`src/hdl/tsps_map.svh`:
```
`ifndef TSPS_MAP_SVH
`define TSPS_MAP_SVH
`define TSPS_A_CTRL  6'h00
`define TSPS_A_SOAK  6'h04
`define TSPS_A_BAND  6'h08
`define TSPS_A_SP    6'h0C
`define TSPS_A_LIM   6'h10
`define TSPS_A_MVA   6'h14
`define TSPS_A_MVE   6'h18
`define TSPS_A_ASN   6'h1C
`define TSPS_A_CMD   6'h20
`define TSPS_A_STAT  6'h24
`define TSPS_A_REM   6'h28
`define TSPS_F_PAT   1:0
`define TSPS_F_PROGRAM_RUN_REQUEST  2
`define TSPS_F_EVASN 3
`define TSPS_F_HVAR  4
`define TSPS_F_MANL  5
`define TSPS_F_UNIT  7:6
`define TSPS_F_LO16  15:0
`define TSPS_F_HI16  31:16
`define TSPS_F_W14   13:0
`define TSPS_F_AUX1  1:0
`define TSPS_F_FIRST_ALARM_FUNCTION  3:2
`define TSPS_C_START 0
`define TSPS_C_CLEAR 1
`define TSPS_C_RUN   2
`define TSPS_C_STOP  3
`define TSPS_PAT_OFF  2'h0
`define TSPS_PAT_STOP 2'h1
`define TSPS_PAT_KEEP_RUNNING_PATTERN 2'h2
`define TSPS_ASN_NONE 2'h0
`define TSPS_ASN_FIRST_ALARM_FUNCTION 2'h1
`define TSPS_ASN_HA   2'h2
`define TSPS_ASN_PEND 2'h3
`define TSPS_U_MIN   2'h1
`define TSPS_U_HOUR  2'h2
`define TSPS_SUB_MIN  12'h03B
`define TSPS_SUB_HOUR 12'hE0F
`define TSPS_RST_SOAK 14'h0001
`define TSPS_RST_HI   16'h041A
`define TSPS_RST_LO   16'hFFCE
`define TSPS_CLK_MHZ  200
`define TSPS_HALF_MS  500
`define TSPS_OKAY     2'h0
`define TSPS_SLVERR   2'h2
`endif

```
`src/hdl/tsps_pkg.sv`:
```
package tsps_pkg;
  typedef logic signed [15:0] tsps_mv_t;
  typedef enum logic [1:0] {
    S_IDLE = 2'h0,
    S_RUN  = 2'h1,
    S_END  = 2'h3
  } tsps_seq_t;
  typedef struct packed {
    logic [1:0]  pat;
    logic        program_run_request;
    logic        ev_asn;
    logic        hvar;
    logic        manl;
    logic [1:0]  unit;
    logic [13:0] soak;
    logic [13:0] band;
    tsps_mv_t    sp;
    tsps_mv_t    hi;
    tsps_mv_t    lo;
    tsps_mv_t    mman;
    tsps_mv_t    mstop;
    tsps_mv_t    merr;
    logic [1:0]  aux1;
    logic [1:0]  first_alarm_function;
    logic        run;
    tsps_seq_t   seq;
    logic [13:0] cnt;
    logic [11:0] sub;
    logic [26:0] hcnt;
    logic        half;
    logic        nvw;
    tsps_mv_t    mv;
    logic        aux1_q;
    logic        first_alarm_function_q;
    logic        awg;
    logic        wg;
    logic [5:0]  awa;
    logic [31:0] wd;
    logic [3:0]  ws;
    logic        bv;
    logic [1:0]  br;
    logic        rv;
    logic [31:0] rd;
    logic [1:0]  rr;
  } tsps_state_t;
endpackage

```
`src/hdl/tsps_top.sv`:
```
// The address map and register access over AXI4-Lite were left to the implementer.
`timescale 1ns/1ps
`include "tsps_map.svh"
module tsps_top #(
  parameter int unsigned HALF_CYC =
    `TSPS_HALF_MS * `TSPS_CLK_MHZ * 1000
) (
  // Clock, reset, enable
  input  wire logic              clk,
  input  wire logic              nrst,
  input  wire logic              ce,
  // AXI4-Lite write
  input  wire logic [5:0]        s_axi_awaddr,
  input  wire logic              s_axi_awvalid,
  output logic                   s_axi_awready,
  input  wire logic [31:0]       s_axi_wdata,
  input  wire logic [3:0]        s_axi_wstrb,
  input  wire logic              s_axi_wvalid,
  output logic                   s_axi_wready,
  output logic [1:0]             s_axi_bresp,
  output logic                   s_axi_bvalid,
  input  wire logic              s_axi_bready,
  // AXI4-Lite read
  input  wire logic [5:0]        s_axi_araddr,
  input  wire logic              s_axi_arvalid,
  output logic                   s_axi_arready,
  output logic [31:0]            s_axi_rdata,
  output logic [1:0]             s_axi_rresp,
  output logic                   s_axi_rvalid,
  input  wire logic              s_axi_rready,
  // Process values
  input  wire tsps_pkg::tsps_mv_t pv,
  input  wire logic              pv_error,
  input  wire tsps_pkg::tsps_mv_t calc_mv,
  input  wire logic              manual_mode,
  // Events and alarm sources
  input  wire logic              event_in,
  input  wire logic              end_clear_evt,
  input  wire logic              alarm1_in,
  input  wire logic              heater_alarm_in,
  // Outputs
  output tsps_pkg::tsps_mv_t     mv_out,
  output logic                   run_out,
  output logic                   program_end_out,
  output logic                   aux1_out,
  output logic                   alarm1_out,
  output logic                   disp2_end,
  output logic                   nvm_write
);
  import tsps_pkg::*;

  tsps_state_t st_reg;
  tsps_state_t st_next;
  logic        wr_fire;
  logic [31:0] wmrg;
  logic [31:0] rmux;
  logic        in_band;
  logic        sec_tick;
  logic        rise;
  logic        fall;
  logic signed [16:0] diff;
  logic [16:0] adiff;

  // Byte lanes merged onto the current word
  function automatic logic [31:0] merge(
    input logic [31:0] old,
    input logic [31:0] nw,
    input logic [3:0]  strb
  );
    logic [31:0] r;
    r = old;
    for (int i = 0; i < 4; i++) begin
      if (strb[i]) begin
        r[i*8 +: 8] = nw[i*8 +: 8];
      end
    end
    return r;
  endfunction

  // Output assignment selector
  function automatic logic pick(
    input logic [1:0] sel,
    input logic       a1,
    input logic       ha,
    input logic       pe
  );
    logic r;
    r = 1'b0;
    unique case (sel)
      `TSPS_ASN_NONE: r = 1'b0;
      `TSPS_ASN_FIRST_ALARM_FUNCTION: r = a1;
      `TSPS_ASN_HA:   r = ha;
      `TSPS_ASN_PEND: r = pe;
    endcase
    return r;
  endfunction

  // Handshakes straight from state
  assign s_axi_awready = !st_reg.awg && !st_reg.bv;
  assign s_axi_wready  = !st_reg.wg && !st_reg.bv;
  assign s_axi_arready = !st_reg.rv;
  assign wr_fire = st_reg.awg && st_reg.wg && !st_reg.bv;

  // Registered data outputs
  assign s_axi_bvalid    = st_reg.bv;
  assign s_axi_bresp     = st_reg.br;
  assign s_axi_rvalid    = st_reg.rv;
  assign s_axi_rdata     = st_reg.rd;
  assign s_axi_rresp     = st_reg.rr;
  assign mv_out          = st_reg.mv;
  assign run_out         = st_reg.run;
  assign program_end_out = st_reg.seq == S_END;
  assign aux1_out        = st_reg.aux1_q;
  assign alarm1_out      = st_reg.first_alarm_function_q;
  assign nvm_write       = st_reg.nvw;
  // Alternate set point and end mark
  assign disp2_end = (st_reg.seq == S_END) && st_reg.half;

  // Band test; wide diff avoids wrap
  assign diff  = {pv[15], pv} - {st_reg.sp[15], st_reg.sp};
  assign adiff = diff[16] ? 17'(-diff) : 17'(diff);
  assign in_band = (st_reg.band == 14'h0000) ||
                   (adiff <= {3'h0, st_reg.band});

  // Second tick at end of every second half
  assign sec_tick = st_reg.half &&
    (st_reg.hcnt == 27'(HALF_CYC - 1));

  assign wmrg = merge(32'h0000_0000, st_reg.wd, st_reg.ws);

  // Read view of registers
  always_comb begin
    rmux = 32'h0000_0000;
    unique case (s_axi_araddr)
      `TSPS_A_CTRL: begin
        rmux[`TSPS_F_PAT]   = st_reg.pat;
        rmux[`TSPS_F_PROGRAM_RUN_REQUEST]  = st_reg.program_run_request;
        rmux[`TSPS_F_EVASN] = st_reg.ev_asn;
        rmux[`TSPS_F_HVAR]  = st_reg.hvar;
        rmux[`TSPS_F_MANL]  = st_reg.manl;
        rmux[`TSPS_F_UNIT]  = st_reg.unit;
      end
      `TSPS_A_SOAK: rmux[`TSPS_F_W14] = st_reg.soak;
      `TSPS_A_BAND: rmux[`TSPS_F_W14] = st_reg.band;
      `TSPS_A_SP:   rmux[`TSPS_F_LO16] = st_reg.sp;
      `TSPS_A_LIM:  rmux = {st_reg.lo, st_reg.hi};
      `TSPS_A_MVA:  rmux = {st_reg.mstop, st_reg.mman};
      `TSPS_A_MVE:  rmux[`TSPS_F_LO16] = st_reg.merr;
      `TSPS_A_ASN: begin
        rmux[`TSPS_F_AUX1] = st_reg.aux1;
        rmux[`TSPS_F_FIRST_ALARM_FUNCTION] = st_reg.first_alarm_function;
      end
      `TSPS_A_STAT: begin
        rmux[0] = st_reg.run;
        rmux[1] = st_reg.seq == S_END;
        rmux[2] = st_reg.seq == S_RUN;
        rmux[3] = st_reg.program_run_request;
      end
      `TSPS_A_REM: begin
        rmux[`TSPS_F_W14] = (st_reg.seq == S_RUN) ?
          14'(st_reg.soak - st_reg.cnt) : 14'h0000;
      end
      default: rmux = 32'h0000_0000;
    endcase
  end

  // Next state of the whole block
  always_comb begin
    st_next = st_reg;
    st_next.nvw = 1'b0;
    rise = 1'b0;
    fall = 1'b0;

    // Address and data may come in either order
    if (s_axi_awvalid && s_axi_awready) begin
      st_next.awg = 1'b1;
      st_next.awa = s_axi_awaddr;
    end
    if (s_axi_wvalid && s_axi_wready) begin
      st_next.wg = 1'b1;
      st_next.wd = s_axi_wdata;
      st_next.ws = s_axi_wstrb;
    end
    if (st_reg.bv && s_axi_bready) begin
      st_next.bv = 1'b0;
    end

    // Register write once both halves are held
    if (wr_fire) begin
      st_next.awg = 1'b0;
      st_next.wg  = 1'b0;
      st_next.bv  = 1'b1;
      st_next.br  = `TSPS_OKAY;
      unique case (st_reg.awa)
        `TSPS_A_CTRL: begin
          if (st_reg.ws[0]) begin
            st_next.pat    = st_reg.wd[`TSPS_F_PAT];
            st_next.ev_asn = st_reg.wd[`TSPS_F_EVASN];
            st_next.hvar   = st_reg.wd[`TSPS_F_HVAR];
            st_next.manl   = st_reg.wd[`TSPS_F_MANL];
            st_next.unit   = st_reg.wd[`TSPS_F_UNIT];
            // Key change refused while mirroring
            if (!st_reg.ev_asn) begin
              st_next.program_run_request = st_reg.wd[`TSPS_F_PROGRAM_RUN_REQUEST];
            end
          end
        end
        `TSPS_A_SOAK: st_next.soak = 14'(merge(
          {18'h0, st_reg.soak}, st_reg.wd, st_reg.ws));
        `TSPS_A_BAND: st_next.band = 14'(merge(
          {18'h0, st_reg.band}, st_reg.wd, st_reg.ws));
        `TSPS_A_SP: st_next.sp = 16'(merge(
          {16'h0, st_reg.sp}, st_reg.wd, st_reg.ws));
        `TSPS_A_LIM: {st_next.lo, st_next.hi} = merge(
          {st_reg.lo, st_reg.hi}, st_reg.wd, st_reg.ws);
        `TSPS_A_MVA: {st_next.mstop, st_next.mman} = merge(
          {st_reg.mstop, st_reg.mman}, st_reg.wd, st_reg.ws);
        `TSPS_A_MVE: st_next.merr = 16'(merge(
          {16'h0, st_reg.merr}, st_reg.wd, st_reg.ws));
        `TSPS_A_ASN: begin
          if (st_reg.ws[0]) begin
            st_next.aux1 = st_reg.wd[`TSPS_F_AUX1];
            st_next.first_alarm_function = st_reg.wd[`TSPS_F_FIRST_ALARM_FUNCTION];
          end
        end
        `TSPS_A_CMD: begin
          // Comms start only without event owner
          if (!st_reg.ev_asn &&
              wmrg[`TSPS_C_START]) begin
            st_next.program_run_request = 1'b1;
          end
          if (!st_reg.ev_asn &&
              wmrg[`TSPS_C_CLEAR]) begin
            st_next.program_run_request = 1'b0;
          end
          if (wmrg[`TSPS_C_RUN]) begin
            st_next.run = 1'b1;
          end
          if (wmrg[`TSPS_C_STOP]) begin
            st_next.run = 1'b0;
          end
        end
        `TSPS_A_STAT,
        `TSPS_A_REM: st_next.br = `TSPS_OKAY;
        default: st_next.br = `TSPS_SLVERR;
      endcase
    end

    // Read answer one cycle after address
    if (s_axi_arvalid && s_axi_arready) begin
      st_next.rv = 1'b1;
      st_next.rd = rmux;
      st_next.rr = `TSPS_OKAY;
      if (!(s_axi_araddr inside {`TSPS_A_CTRL,
          `TSPS_A_SOAK, `TSPS_A_BAND, `TSPS_A_SP,
          `TSPS_A_LIM, `TSPS_A_MVA, `TSPS_A_MVE,
          `TSPS_A_ASN, `TSPS_A_CMD, `TSPS_A_STAT,
          `TSPS_A_REM})) begin
        st_next.rr = `TSPS_SLVERR;
      end
    end
    if (st_reg.rv && s_axi_rready) begin
      st_next.rv = 1'b0;
    end

    // Pattern edges retarget output assignments
    if (st_reg.pat == `TSPS_PAT_OFF &&
        st_next.pat != `TSPS_PAT_OFF) begin
      st_next.aux1 = `TSPS_ASN_PEND;
    end
    if (st_reg.pat != `TSPS_PAT_OFF &&
        st_next.pat == `TSPS_PAT_OFF) begin
      st_next.first_alarm_function = st_next.hvar ?
        `TSPS_ASN_HA : `TSPS_ASN_FIRST_ALARM_FUNCTION;
    end
    if (st_next.pat == `TSPS_PAT_OFF) begin
      st_next.ev_asn = 1'b0;
    end

    // Event owner drives the start setting
    if (st_next.ev_asn) begin
      st_next.program_run_request = event_in;
    end
    rise = st_next.program_run_request && !st_reg.program_run_request;
    fall = !st_next.program_run_request && st_reg.program_run_request;

    // Half-second phase for the end display
    if (st_reg.hcnt == 27'(HALF_CYC - 1)) begin
      st_next.hcnt = 27'h0;
      st_next.half = !st_reg.half;
    end else begin
      st_next.hcnt = st_reg.hcnt + 27'h1;
    end

    // Start and reset of the program
    if (rise && st_next.pat != `TSPS_PAT_OFF) begin
      st_next.seq = S_RUN;
      st_next.cnt = 14'h0000;
      st_next.sub = 12'h000;
      st_next.run = 1'b1;
      st_next.nvw = 1'b1;
    end else if (fall) begin
      // Each start and reset costs a store
      st_next.nvw = 1'b1;
      if (st_reg.seq == S_RUN) begin
        st_next.run = 1'b0;
      end
      st_next.seq = S_IDLE;
    end

    // Event clears the end status as well
    if (st_next.seq == S_END && end_clear_evt) begin
      st_next.seq = S_IDLE;
    end

    // Soak runs regardless of run/stop state
    if (st_reg.seq == S_RUN && st_next.seq == S_RUN &&
        in_band && sec_tick) begin
      if ((st_reg.unit == `TSPS_U_MIN &&
           st_reg.sub != `TSPS_SUB_MIN) ||
          (st_reg.unit == `TSPS_U_HOUR &&
           st_reg.sub != `TSPS_SUB_HOUR)) begin
        st_next.sub = st_reg.sub + 12'h001;
      end else begin
        st_next.sub = 12'h000;
        st_next.cnt = st_reg.cnt + 14'h0001;
        // End is set after the event clear, so it wins
        if (st_next.cnt >= st_reg.soak) begin
          st_next.seq = S_END;
          // Continue pattern leaves run untouched
          if (st_reg.pat == `TSPS_PAT_STOP) begin
            st_next.run = 1'b0;
          end
        end
      end
    end

    // No program at all with pattern off
    if (st_next.pat == `TSPS_PAT_OFF) begin
      st_next.seq = S_IDLE;
    end

    // Assigned outputs follow their function
    st_next.aux1_q = pick(st_reg.aux1, alarm1_in,
      heater_alarm_in, st_reg.seq == S_END);
    st_next.first_alarm_function_q = pick(st_reg.first_alarm_function, alarm1_in,
      heater_alarm_in, st_reg.seq == S_END);

    // Fixed values first, then the one limit pair
    if (manual_mode) begin
      st_next.mv = st_reg.mman;
      if (st_reg.manl) begin
        if (st_reg.mman > st_reg.hi) begin
          st_next.mv = st_reg.hi;
        end else if (st_reg.mman < st_reg.lo) begin
          st_next.mv = st_reg.lo;
        end
      end
    end else if (!st_reg.run) begin
      st_next.mv = st_reg.mstop;
    end else if (pv_error) begin
      st_next.mv = st_reg.merr;
    end else if (calc_mv > st_reg.hi) begin
      st_next.mv = st_reg.hi;
    end else if (calc_mv < st_reg.lo) begin
      st_next.mv = st_reg.lo;
    end else begin
      st_next.mv = calc_mv;
    end
  end

  // Single state register; ce freezes it all
  always_ff @(posedge clk or negedge nrst) begin
    if (!nrst) begin
      st_reg      <= '0;
      st_reg.soak <= `TSPS_RST_SOAK;
      st_reg.hi   <= `TSPS_RST_HI;
      st_reg.lo   <= `TSPS_RST_LO;
      st_reg.seq  <= S_IDLE;
    end else if (ce) begin
      st_reg <= st_next;
    end
  end
endmodule

```
`config.mk`:
```
export PLATFORM = sky130hd
export DESIGN_NAME = tsps_top
export DESIGN_NICKNAME = d
export VERILOG_FILES = /design/src/hdl/tsps_pkg.sv /design/src/hdl/tsps_top.sv
export VERILOG_INCLUDE_DIRS = /design/src /design/src/hdl
export SDC_FILE = /design/constraint.sdc
export NUM_CORES = 1
export LEC_CHECK = 0
export BUFFER_PORTS_ARGS = -buffer_cell sky130_fd_sc_hd__buf_4
export CORE_AREA = 2 2 204 206
export CTS_CLUSTER_DIAMETER = 80
export CTS_CLUSTER_SIZE = 25
export DETAILED_ROUTE_END_ITERATION = 8
export DIE_AREA = 0 0 206 208
export PLACE_DENSITY = 0.61
export SETUP_SLACK_MARGIN = 0.15
export SYNTH_ARGS = -nofsm -noshare
export SYNTH_HDL_FRONTEND = slang
export SYNTH_SLANG_ARGS = --single-unit
```
`constraint.sdc`:
```
create_clock -name clk -period 10.7 [get_ports clk]
set_input_delay 2.14 -clock clk [delete_from_list [all_inputs] [get_ports clk]]
set_output_delay 2.14 -clock clk [all_outputs]
set_load 0.01 [all_outputs]
```
==> flow_metrics.py <==
metrics = {
    "power_and_ir_drop": {
        "leakage_power_nw": 9.70,
        "p_per_area_nw_per_um2": 222,
        "vdd_drop_max_mv": 0.119,
        "power_mw": 4.49,
    },
    "grt": {
        "grt_antenna_before_repair": 0,
        "grt_first_pass_wirelength_mm": 83.9,
        "number_of_global_route_vias_before_repair": 14700,
        "gr-total-overflow": 0,
        "largest_net_degree_at_the_start_of_global_routing": 87,
        "gr-usage-all-layers_pct": 25.0,
    },
    "die": {
        "chipWidth_microns": 206,
        "floorplan.die_area_sq_um": 42800,
        "floorplan.initialDensity_pct": 44.7,
        "rows": 74,
        "core_sq_um": 40600,
        "die_y_microns": 208,
        "num_io_pins": 157,
    },
    "clocking": {
        "clock_path_buffers": 3,
        "tritoncts": "yes",
        "path_clk_slew_ps": 90,
        "cts_buffers": 21,
        "postCtsSetupRepairBufs": 0,
        "numClockSinks": 292,
        "cts_max_level": 1,
        "postCtsResizedCells": 0,
        "clock_tree.root_cell": "clkbuf_16",
        "clk_latency_worst_skew_pair_ps": 570,
        "postCtsHoldBufs": 0,
    },
    "yosys": {
        "yosysTopAreaCell": "dfrtp_1",
        "syn_inst": 1959,
        "synth.yosys.warnings": 0,
        "synth.area.top_cells": "dfrtp_1 (38%), ha_1 (8.5%), mux2_2 (6.8%)",
        "fraction_of_post_synthesis_cell_area_in_the_top_cell_type_by_area_pct": 37.8,
        "ys_seq_elements": 292,
        "number_of_distinct_standard_cells_referenced_by_the_synthesized_netlist": 74,
        "synth.yosys.seq_area_share_pct": 40.4,
        "syn_area_sq_um": 18100,
        "ys.flop_type": "dfrtp_1",
        "synth_enable_flop_cells": 0,
        "share_of_synthesized_flip_flops_with_an_asynchronous_set_or_reset_pct": 100,
        "avgSynthCellArea_sq_um": 9.26,
    },
    "layout": {
        "area_delta_synth_final_pct": 11.4,
        "finalNonFillerCells": 2573,
        "final_common_cell": "dfrtp_1",
        "layout.filler_cells": 3826,
        "most-common-layout-cells": "dfrtp_1 (274), nand2_1 (224), buf_4 (168)",
        "final_net_count": 2245,
        "num_antenna_cells": 0,
        "largest_register_ffs": 236,
        "final_core_util_pct": 49.8,
        "post_route_cells_drive_above_1_share_pct": 17.3,
    },
    "timing": {
        "timing.final.hold_violations": 0,
        "final-max-slew-violation-count": 0,
        "fin_setup_tns_ps": 0,
        "setup_violations": 0,
        "fin_ws_ps": 2900,
        "clock.fmax_mhz": 128,
        "transition_time_of_the_tightest_slew_check_pin_ps": 1220,
        "layout_min_cycle_time_ps": 7800,
        "finalClockSkew_ps": 40.4,
        "worst_slew_slack_as_a_fraction_of_its_limit_pct": 18.0,
        "period_share_pct": 72.9,
        "grt_setup_unrepaired": "false",
    },
    "setup_path": {
        "critPathKind": "in2reg",
        "critPathArrivalTime_ps": 8220,
        "reg2reg_depth": 20,
        "cp.required_ps": 11130,
        "reg_to_reg_setup_timing_slack_ps": 4160,
        "crit_path_end_kind": "flip-flop",
        "startpoint_type": "input port",
        "critical_path_peak_fanout": 15,
    },
    "route": {
        "drtAntennaViolNets": 0,
        "wirelength_mm": 53.6,
        "wl_per_cell_microns": 20.8,
        "remaining_drc_errors": 0,
        "drt_pass1_iterations": 7,
        "detailroute.via_count": 14800,
        "avgViaCountPerCell": 5.77,
        "drt_iter0_drc": 1183,
    },
    "worst_hold_path": {
        "holdCritPathClass": "reg2reg",
        "hold_path_depth": 2,
    },
    "placed_design": {
        "dp_cells": 2535,
        "placed_wire_length_estimate_after_detailed_placement_mm": 40.4,
        "dpl_worst_slack_ps": 2360,
        "port_buffers": 154,
        "finalWeightedCongestion": 0.922,
    },
    "run": {
        "drv.max_cap_violation_count": 0,
    },
    "status": {
        "status": "finished clean",
    },
}
==> logic make-up (layout without fill, tap and decap cells) <==
group | after synthesis | in the layout | synth area share, %
XOR/XNOR | 72 | 72 | 3.48
AND/OR/NAND/NOR | 603 | 603 | 15.6
buffers and inverters | 248 | 329 | 6.27
AO/OA/AOI/OAI | 473 | 473 | 16.8
adder cells (fa/ha/maj) | 125 | 125 | 8.71
multiplexers | 145 | 145 | 8.76
other | 1 | 2 | 0.0207
flip-flops | 292 | 292 | 40.4
==> cell type report <==
class                   instances  area, sq um  share of cell area [%]
multi-input cells            1420         9720                    48.1
flip-flops and latches        292         7330                    36.3
repair buffers                169         1280                    6.32
well taps                     532          666                    3.30
clock buffers                  23          543                    2.69
inverters                     122          458                    2.27
clock inverters                15          204                    1.01
==> critical path: stages <==
cell      delay [ps]
buf_4             80
inv_1             40
ha_1             230
fa_1             400
nand2b_1         170
a21oi_1          290
a211oi_1         140
xnor2_1          170
or3b_2           510
nor4_1           320
a21oi_1          140
xor2_1           190
ha_1             290
and2_1           170
a221o_1          320
a21o_1           180
a211oi_1         240
a21oi_1           80
o41ai_2          470
buf_4            260
nor4b_4          950
mux2_2           420
==> worst paths after layout <==
path	from	to
hold / removal	s_axi_rdata[25]	s_axi_rdata[25]
hold reg to reg	s_axi_rdata[25]	s_axi_rdata[25]
setup reg to reg	st_reg[242]	st_reg[147]
max in group asynchronous	nrst	st_reg[51]
min in group asynchronous	nrst	st_reg[110]
setup / recovery	pv[0]	st_reg[147]
==> cell usage after synthesis (17+ instances only) <==
cell and n:
nor4_1 17, dfrtp_1 274, a21o_1 30, dfstp_2 18, nor2b_1 20, a22oi_1 29, clkbuf_1 65, nand3_1 43
nor3_1 50, nor2_1 141, o21ai_0 166, buf_4 52, o22ai_1 18, inv_1 122, a21oi_1 91, nand2_1 224
mux2i_1 35, mux2_2 109, ha_1 123, nand2b_1 18, xor2_1 25, xnor2_1 47, nand4_1 24
==> through the flow <==
step	hold slack, ps	cell area [sq um]
2_1_floorplan	449	18100
3_3_place_gp	465	19400
3_5_place_dp	473	19400
4_1_cts	495	20200
5_1_grt	520	20200
6_report	489	20200
==> metal layers <==
layer  global-route usage (%)  wire, microns  share of wire, %
met4                     6.53           1490               2.8
met5                        0              0                 0
met2                     40.2          24500                46
met1                     35.6          24600                46
met3                     2.98           3000               5.6
==> power breakdown <==
part	total (mW)	switching [mW]	leakage, nW	internal (mW)
Sequential	1.78	0.385	3.51	1.39
Combinational	1.83	1.02	5.83	0.811
Clock	0.884	0.479	0.363	0.404
Total	4.49	1.88	9.70	2.61
Power figures use the tool's default switching activity.
